--- config.mk ---
export PLATFORM = sky130hd
export DESIGN_NAME = wdbm_top
export DESIGN_NICKNAME = d
export VERILOG_FILES = /design/src/wdbm_pkg.sv /design/src/wdbm_pulse.sv /design/src/wdbm_top.sv
export SDC_FILE = /design/constraint.sdc
export NUM_CORES = 1
export LEC_CHECK = 0
export ABC_AREA = 1
export BUFFER_PORTS_ARGS = -buffer_cell sky130_fd_sc_hd__buf_2
export CAP_MARGIN = 20
export CORE_UTILIZATION = 51
export DETAILED_ROUTE_END_ITERATION = 6
export GPL_TIMING_DRIVEN = 0
export PLACE_DENSITY = 0.77
export SLEW_MARGIN = 10
export SYNTH_ARGS = -nofsm -noshare
export SYNTH_HDL_FRONTEND = slang
export SYNTH_SLANG_ARGS = --single-unit
--- constraint.sdc ---
create_clock -name REF_CLK -period 1.6 [get_ports REF_CLK]
set_input_delay 0 -clock REF_CLK [delete_from_list [all_inputs] [get_ports REF_CLK]]
set_output_delay 0 -clock REF_CLK [all_outputs]
set_load 0.005 [all_outputs]
--- src/wdbm_pkg.sv ---
// wdbm_pkg: register map, field layout, reset values and carriers for the
// watchdog bus monitor counter.
// assumes a 32-bit avalon-mm slave whose byte address is the printed offset.
package wdbm_pkg;
  localparam int ADDR_W = 16;
  localparam logic [15:0] OFF_RELOAD_HIGH = 16'hf4c0;
  localparam logic [15:0] OFF_RELOAD_LOW  = 16'hf4c2;
  localparam logic [15:0] OFF_CNT_HIGH    = 16'hf4c4;
  localparam logic [15:0] OFF_CNT_LOW     = 16'hf4c6;
  localparam logic [15:0] OFF_STATUS      = 16'hf4ca;
  localparam logic [15:0] OFF_MODE_CTRL   = 16'hf4cc;
  localparam logic [15:0] RESET_HALF      = 16'hffff;
  localparam logic [15:0] RESET_RELOAD_HIGH = 16'h0000;
  localparam logic [15:0] RESET_RELOAD_LOW  = 16'hffff;
  localparam logic [7:0]  RESET_STATUS    = 8'h00;
  localparam int STAT_CLKDIS = 0;
  localparam int STAT_BUSMON = 1;
  localparam int STAT_WDTEN  = 7;
  localparam logic [2:0] PULSE_LAST = 3'h7;
  localparam logic [31:0] RD_UNMAPPED = 32'h0000_0000;

  typedef enum logic [1:0] {WDBM_GP, WDBM_WATCHDOG, WDBM_BUSMON} wdbm_mode_e;

  typedef struct packed {
    logic        read;
    logic        write;
    logic [15:0] address;
    logic [31:0] writedata;
  } wdbm_req_s;
endpackage

--- src/wdbm_pulse.sv ---
// wdbm_pulse: stretches a one-cycle timeout into an eight-cycle output.
// assumes trig is a one-cycle pulse in the same clock domain.
`timescale 1ns/1ps
module wdbm_pulse
  import wdbm_pkg::*;
(
  input  wire logic clk,     // clock
  input  wire logic rst_n,   // async reset, active low
  input  wire logic trig,    // timeout event
  output logic      pulse    // stretched level
);
  logic [2:0] cnt;
  logic       busy;
  wire        next_busy = trig | (busy & (cnt != PULSE_LAST));
  wire [2:0]  next_cnt  = trig ? 3'h0 : (busy ? cnt + 3'h1 : 3'h0);

  // 8-state counter; retrigger restarts the window
  always_ff @(posedge clk or negedge rst_n)
  begin
    if (!rst_n)
    begin
      busy <= 1'b0;
      cnt  <= 3'h0;
    end
    else
    begin
      busy <= next_busy;
      cnt  <= next_cnt;
    end
  end
  assign pulse = busy;
endmodule

--- src/wdbm_top.sv ---
// wdbm_top: 32-bit down-counter of the watchdog unit, bus monitor control,
// timeout output and the avalon-mm register window.
// assumes address strobe and cycle done are synchronous, active-low pulses
// from the bus interface unit; lockout decode arrives as a level.
//
// The Avalon-MM slave port was chosen for this implementation.
`timescale 1ns/1ps
module wdbm_top
  import wdbm_pkg::*;
#(
  parameter int OUTSTANDING_W = 2
)
(
  input  wire logic        REF_CLK,            // 20 mhz clock
  input  wire logic        RESET_N,            // async reset, active low
  input  wire logic [15:0] AVS_ADDRESS,        // byte address
  input  wire logic        AVS_READ,           // read request
  input  wire logic        AVS_WRITE,          // write request
  input  wire logic [31:0] AVS_WRITEDATA,      // write data
  input  wire logic [3:0]  AVS_BYTEENABLE,     // byte lanes
  output logic      [31:0] AVS_READDATA,       // read data
  output logic             AVS_WAITREQUEST,    // stall
  input  wire logic        ADDRESS_STROBE_N,   // bus cycle start, active low
  input  wire logic        CYCLE_DONE_N,       // bus cycle done, active low
  input  wire logic        CORE_IDLE,          // core idle indication
  input  wire logic        LOCKOUT_DONE,       // lockout decoded: watchdog on
  input  wire logic        LOCKOUT_RELOAD,     // lockout reload pulse
  output logic             TIMEOUT_OUT,        // timeout pin
  output logic             SLAVE_REQUEST_LINE_SEVEN // inverted timeout
);
  import wdbm_pkg::*;

  wdbm_req_s   req;
  logic [31:0] count;
  logic [15:0] reload_value_high;
  logic [15:0] reload_value_low;
  logic        bus_monitor_en;
  logic        clock_disable;
  logic        watchdog_en;
  logic        running;
  logic [OUTSTANDING_W-1:0] outstanding;
  logic        ack;
  logic        timeout_pulse;
  logic        stretched;

  assign req = '{read: AVS_READ, write: AVS_WRITE, address: AVS_ADDRESS,
                 writedata: AVS_WRITEDATA};

  // mode decode
  wire wdbm_mode_e mode = watchdog_en ? WDBM_WATCHDOG :
                          (bus_monitor_en ? WDBM_BUSMON : WDBM_GP);
  wire is_busmon = (mode == WDBM_BUSMON);
  wire is_wd     = (mode == WDBM_WATCHDOG);

  wire strobe = ~ADDRESS_STROBE_N;
  wire done   = ~CYCLE_DONE_N;

  // pipelined pairing: count strobes still awaiting completion
  wire [OUTSTANDING_W-1:0] next_outstanding =
    (strobe & ~done) ? outstanding + 1'b1 :
    (~strobe & done & (outstanding != '0)) ? outstanding - 1'b1 :
    outstanding;
  // counting stops once every strobe has its completion
  wire still_open = (next_outstanding != '0);

  wire idle_hold = is_wd & CORE_IDLE;
  wire enabled   = ~clock_disable & ~idle_hold &
                   (is_busmon ? running : 1'b1);
  wire at_zero   = (count == 32'h0);
  wire [31:0] reload_word = {reload_value_high, reload_value_low};

  wire reload_evt = (is_busmon & strobe)
                  | (is_wd & LOCKOUT_RELOAD)
                  | (enabled & at_zero);

  wire [31:0] next_count = reload_evt ? reload_word :
                           (enabled ? count - 32'h1 : count);
  wire next_running = is_busmon & (strobe | (running & ~(done & ~still_open)));

  // register decode
  wire hit_rh   = (req.address == OFF_RELOAD_HIGH);
  wire hit_rl   = (req.address == OFF_RELOAD_LOW);
  wire hit_ch   = (req.address == OFF_CNT_HIGH);
  wire hit_cl   = (req.address == OFF_CNT_LOW);
  wire hit_st   = (req.address == OFF_STATUS);
  wire [7:0] status_byte = {watchdog_en, 5'h00, bus_monitor_en, clock_disable};
  wire [31:0] rd_mux =
    hit_ch ? {16'h0000, count[31:16]} :
    hit_cl ? {16'h0000, count[15:0]} :
    hit_st ? {24'h000000, status_byte} :
    hit_rh ? {16'h0000, reload_value_high} :
    hit_rl ? {16'h0000, reload_value_low} :
    RD_UNMAPPED;

  // one wait cycle per access, then the answer
  wire access   = req.read | req.write;
  wire wr_take  = req.write & ack;
  wire lo_bytes = |AVS_BYTEENABLE[1:0];
  // lockout freezes reload and status writes until reset
  wire wr_reload_h = wr_take & hit_rh & lo_bytes & ~watchdog_en;
  wire wr_reload_l = wr_take & hit_rl & lo_bytes & ~watchdog_en;
  wire wr_status   = wr_take & hit_st & AVS_BYTEENABLE[0] & ~watchdog_en;
  // counter offsets decode but never write

  wire next_ack = access & ~ack;

  always_ff @(posedge REF_CLK or negedge RESET_N)
  begin
    if (!RESET_N)
    begin
      count       <= {RESET_HALF, RESET_HALF};
      outstanding <= '0;
      running     <= 1'b0;
    end
    else
    begin
      count       <= next_count;
      outstanding <= is_busmon ? next_outstanding : '0;
      running     <= next_running;
    end
  end

  always_ff @(posedge REF_CLK or negedge RESET_N)
  begin
    if (!RESET_N)
    begin
      reload_value_high <= RESET_RELOAD_HIGH;
      reload_value_low  <= RESET_RELOAD_LOW;
    end
    else
    begin
      if (wr_reload_h)
        reload_value_high <= req.writedata[15:0];
      if (wr_reload_l)
        reload_value_low <= req.writedata[15:0];
    end
  end

  always_ff @(posedge REF_CLK or negedge RESET_N)
  begin
    if (!RESET_N)
    begin
      bus_monitor_en <= RESET_STATUS[STAT_BUSMON];
      clock_disable  <= RESET_STATUS[STAT_CLKDIS];
      watchdog_en    <= RESET_STATUS[STAT_WDTEN];
    end
    else if (LOCKOUT_DONE)
    begin
      // lockout forces watchdog mode and clears the writable bits
      watchdog_en    <= 1'b1;
      bus_monitor_en <= 1'b0;
      clock_disable  <= 1'b0;
    end
    else if (wr_status)
    begin
      bus_monitor_en <= req.writedata[STAT_BUSMON];
      clock_disable  <= req.writedata[STAT_CLKDIS];
    end
  end

  always_ff @(posedge REF_CLK or negedge RESET_N)
  begin
    if (!RESET_N)
    begin
      ack          <= 1'b0;
      AVS_WAITREQUEST <= 1'b1;
      AVS_READDATA <= 32'h0;
      timeout_pulse <= 1'b0;
    end
    else
    begin
      ack          <= next_ack;
      AVS_WAITREQUEST <= ~next_ack;
      AVS_READDATA <= rd_mux;
      timeout_pulse <= enabled & at_zero;
    end
  end

  // waitrequest is kept as its own flop, always the inverse of ack
  wdbm_pulse u_pulse
  (
    .clk   (REF_CLK),
    .rst_n (RESET_N),
    .trig  (timeout_pulse),
    .pulse (stretched)
  );

  always_ff @(posedge REF_CLK or negedge RESET_N)
  begin
    if (!RESET_N)
    begin
      TIMEOUT_OUT              <= 1'b0;
      SLAVE_REQUEST_LINE_SEVEN <= 1'b1;
    end
    else
    begin
      TIMEOUT_OUT              <= stretched;
      SLAVE_REQUEST_LINE_SEVEN <= ~stretched;
    end
  end
endmodule

Word level (Yosys, flattened, before mapping)
Cells that the tools add are included.
- add/subtract/negate cells: 4
- eq/ne operators: 8
- multiplexer cells: 19
- bitwise logic cells: 39
- reductions and logical operators: 6
- operators with widths (kind ; count):
    equality test 16 bit (second input constant) ; 5
    2-to-1 mux 16 bit ; 5
    2-to-1 mux 32 bit ; 2
    logical NOT 32 bit ; 1
    subtractor 32 x 1 -> 32 bit (second input constant) ; 1
    AND 1 bit ; 24
    2-to-1 mux 2 bit ; 5
    NOT 1 bit ; 10
    nonzero test 2 bit ; 4
    2-to-1 mux 3 bit ; 2
    2-to-1 mux 1 bit ; 5
    OR 1 bit ; 5
    adder 3 x 1 -> 3 bit (second input constant) ; 1
    inequality test 3 bit (second input constant) ; 1
    adder 2 x 1 -> 2 bit (second input constant) ; 1
    equality test 2 x 1 -> 1 bit (second input constant) ; 1
    equality test 2 bit (second input constant) ; 1
    OR reduction 2 bit ; 1
    subtractor 2 x 1 -> 2 bit (second input constant) ; 1
- flip-flop bits (word level): 95
- output and inout port bits: 35
- logic and storage cells: 92

Depth between registers and ports, before layout
- word-level depth: 12
- depth in mapped cells: 12
- mapped depth without buffers: 11

Hierarchy
A second synthesis with hierarchy kept.
- cells, all modules: 816
- area total of the unflattened synthesis: 5825.6 um2
- modules (own cells, without submodules) (module ; instances ; cells each ; area an instance (um2)):
    wdbm_top ; 1 ; 800 ; 5662.9
    wdbm_pulse ; 1 ; 16 ; 162.7

Worst setup path after synthesis
No wires, ideal clock.
- path kind: register -> register
- start point: reg count[0]
- end point: reg count[10]
- library setup time: 0.081 ns
- arrival: 1.681 ns
- data required time: 1.519 ns
- path slack: -0.163 ns
- stages on the path, launching flop included: 11
- buffers on the path: 1
- clock period less this slack: 1.763 ns
- cell sequence: dfstp_2 > inv_1 > ha_1 > nand2_1 > nor2_4 > nand3_2 > o21ai_4 > nor2_4 > buf_2 > nand2_1 > o211ai_1
- word-level cells in the longest chain between the ends: 4
- elaborated cells between the ends (all ways): 7
- those cells by class: add/sub (1); mux (2); bitwise (2); reduce/logical (2)
- ends and longest elaborated chain (element ; RTL line ; text):
    start, declared ; wdbm_top.sv:34 ; logic [31:0] count;
    start signal, assigned ; wdbm_top.sv:111 ; count <= {RESET_HALF, RESET_HALF};
    start signal, assigned ; wdbm_top.sv:117 ; count <= next_count;
    branches (longest 4 deep; another with subtractor 32 x 1 -> 32 bit) ; -- ;
Several ways; the timed one is not identified. The select of a mux whose other input is x is not followed.
A chain may end at the register's enable or synchronous reset.

Worst setup path after layout
- start point: reg count[19]
- end point: reg count[22]
Same word-level chain as after synthesis.

==> impl_metrics.yaml <==
die:
  rows: 37
  design.die.area_um2: 11300
  core_um2: 10500
  floorplan.io_pins: 96
  dieWidth_um: 106
  die_height_um: 106
  initial_core_util_pct: 53.1
global_routing:
  via_count_of_the_first_global_routing_pass: 5233
  pin_count_of_the_biggest_net_entering_global_routing: 67
  grt_pass1_wl_mm: 25.9
  gr-usage-all-layers_pct: 30.0
  grt_antenna_before_repair: 0
  grt_overflow_total: 0
synth:
  synth_flop_cell: "dfstp_2"
  post_synth_num_cell_types: 34
  postSynthAreaPerCell_um2: 7.43
  seq_area_frac_synth_pct: 43.9
  yosysMostFrequentCell: "nand2_1"
  yosys_warnings: 0
  synth_top_cell_area_share_pct: 23.6
  synthesis.instances: 748
  synth_edf_count: 0
  ys_ff_latch: 95
  synth_top_cell_by_area: "dfstp_2"
  synth_area_leaders: "dfstp_2 (24%), dfrtp_1 (20%), nand2_1 (12%)"
  synth.top_cells.by_count: "nand2_1 (172), inv_1 (101), nor2_1 (98), nand3_1 (76), dfstp_2 (50)"
  async_reset_ff_share_pct: 100
  post_synth_instance_area_um2: 5560
setup_path:
  worstSetupStartpointType: "flip-flop"
  path_max_fanout: 10
  most_repeated_library_cell_on_the_critical_path: "nand3_1"
  end_kind: "flip-flop"
  critical_path_class: "flip-flop to flip-flop"
  worstPathCellList: "nor2_2, nand3_1, nor2_4, nand3_4, o21ai_4, inv_2, buf_6, nand3_1, nand3_1"
  setup.reg_to_reg.worst_slack_ns: -0.15
  worst_path_largest_cell_delay_ns: 0.41
  timing.critical_path.arrival_ns: 2.08
  crit_path_top_delay_cell: "dfstp_2"
  critical_path_required_ns: 1.93
timing:
  min_period_ns: 1.75
  fmax_mhz: 571
  finalClockSkew_ns: 0.0138
  final-max-slew-violation-count: 0
  timing_worst_slew_pin_value_ns: 0.615
  setup_repair_after_global_routing_missed_its_margin: "true"
  hold_fails_final_rpt: 0
  fin_crit_sh_pct: 109
  layout_setup_ws_ns: -0.152
  setup_viol: 32
  max_slew_margin_pct: 59.0
placement:
  post_dp_cell_area_um2: 6150
  place_hpwl_mm: 11.4
  gp_routability_congestion: 0.964
  place_worst_setup_slack_ns: -0.376
  port-buffer-count: 61
drt:
  detail_route.vias_per_cell: 5.34
  route.detailed.wl_per_inst_um: 15.5
  first_iteration_detailed_routing_drc_count: 579
  final_antenna_net_count: 0
  drtPass1Iterations: 7
  detail_route.drc_violations: 2
  postRouteWirelength_mm: 15.9
  dr_total_vias: 5456
power:
  power.total_uw: 5590
  cellLeakagePower_uw: 0.00347
  power_density_nw_per_um2: 797
  peakVddDrop_uv: 643
final_layout:
  areaGrowthSynthToFinish_pct: 26.2
  fillCellCount: 924
  antennaDiodeCount: 0
  multi_input_comb_area_um2: 2740
  design_area_um2: 7010
  nNetsFinal: 946
  regArea_um2: 2440
  layout.core_utilization_pct: 67.0
  share_of_layout_cells_above_drive_strength_1_pct: 28.4
hold_path:
  holdCritPathClass: "primary input to flip-flop"
job:
  max_cap_violations: 0
clocking:
  cts_buffer_depth: 2
  clockRootBuffer: "clkbuf_8"
  num_cts_buffers: 9
  clock_tree_from_tritoncts: "built"
  numClockSinks: 95
  h-tree-depth: 3
  clkSlewWorstSetupHoldPaths_ns: 0.10
  clock_latency_ns: 0.39
run_status:
  failed_checks: "DRC, setup timing"
  status: "complete, but fails checks"
[worst max-delay path: cells and delay by family (launching register included)]
family | cells | cell delay (ns)
AOI/OAI and AO/OA | 1 | 0.31
buffers and inverters | 2 | 0.25
DFF | 1 | 0.41
and+or+nand+nor | 6 | 0.72
[layer usage]
metal | up-vias | wire [um] | share of wire, % | global-route usage [%]
li1 | 2605 | - | - | -
met1 | 2577 | 6740 | 42 | 41.1
met2 | 237 | 7350 | 46 | 46.5
met3 | 37 | 1320 | 8.3 | 5.52
met4 | 0 | 469 | 3.0 | 12.7
met5 | - | 0 | 0 | 0
[what timing repair did]
action / CTS / global route
buffers inserted: 14 / 7
cloned: 2 / 0
hold buffers: 22 / 0
endpoints found under the setup margin: 57 / 56
hold endpoints to repair: 93 / 0
gates resized for setup: 58 / 18
pin swaps: 11 / 7
[area by class of cell]
type                    instances  area share, %
multi-input cells             522           39.1
flip-flops and latches         95           34.8
repair buffers                107           10.5
inverters                     104           5.60
plain buffers                  42           3.98
well taps                     136           2.43
clock buffers                  10           1.96
clock inverters                 6           1.64
[power breakdown]
group          switching, uW  internal, uW
clock network            936          1090
logic                    552           369
registers                104          2540
total                   1590          4000
[through the flow]
stage,std cells,setup TNS (ns),hold slack (ns)
final,1022,-4.05,0.0134
after global routing,1022,-8.57,0.0252
after CTS,1015,-3.93,0.00586
after detailed placement,961,-13.18,-0.0383
after global placement,960,-26.86,0.214
after floorplan,763,0,-0.296
[state kept, by name (all words and copies together), names as in the netlist, 2 cells and up]
| signal | cells |
|---|---|
| AVS_READDATA | 16 |
| count | 32 |
| outstanding | 2 |
| reload_value_high | 16 |
| reload_value_low | 16 |
| u_pulse.cnt | 3 |
[logic make-up (layout without fill, tap and decap cells)]
logic type,count (synthesis),count (layout),share of synthesized area [%]
DFF,95,95,43.9
and+or+nand+nor,388,388,30.2
other,1,16,0.0675
adders and majority gates,4,4,0.900
AOI/OAI and AO/OA,86,86,9.21
xor gates and xnor gates,28,28,4.41
buffers and inverters,146,269,11.4
[worst paths after layout]
check	startpoint	endpoint	cells after the start
max	count[19]$_DFFE_PN1P_	count[22]$_DFFE_PN1P_	9
min	AVS_BYTEENABLE[0]	bus_monitor_en$_DFFE_PN0P_	4
max reg2reg	count[19]$_DFFE_PN1P_	count[22]$_DFFE_PN1P_	9
min reg2reg	u_pulse.cnt[0]$_DFF_PN0_	u_pulse.cnt[0]$_DFF_PN0_	1
max in group asynchronous	RESET_N	count[19]$_DFFE_PN1P_	3
min in group asynchronous	RESET_N	timeout_pulse$_DFF_PN0_	2
[layout by cell type, fill, tap and decap left out, drive strengths merged]
cell type,count
bufinv,3
nand3b,1
dfrtp,45
o31ai,1
nor3,10
dfstp,50
ha,4
xnor2,8
o211ai,19
nand2,173
nand3,77
and2,1
o21ai,29
xor2,20
clkbuf,22
clkinvlp,1
conb,16
nor3b,1
a21oi,35
inv,106
o21bai,2
buf,115
nand4,20
dlygate4sd3,22
nor2,105
Note: power is estimated with default switching activity, not from simulation.
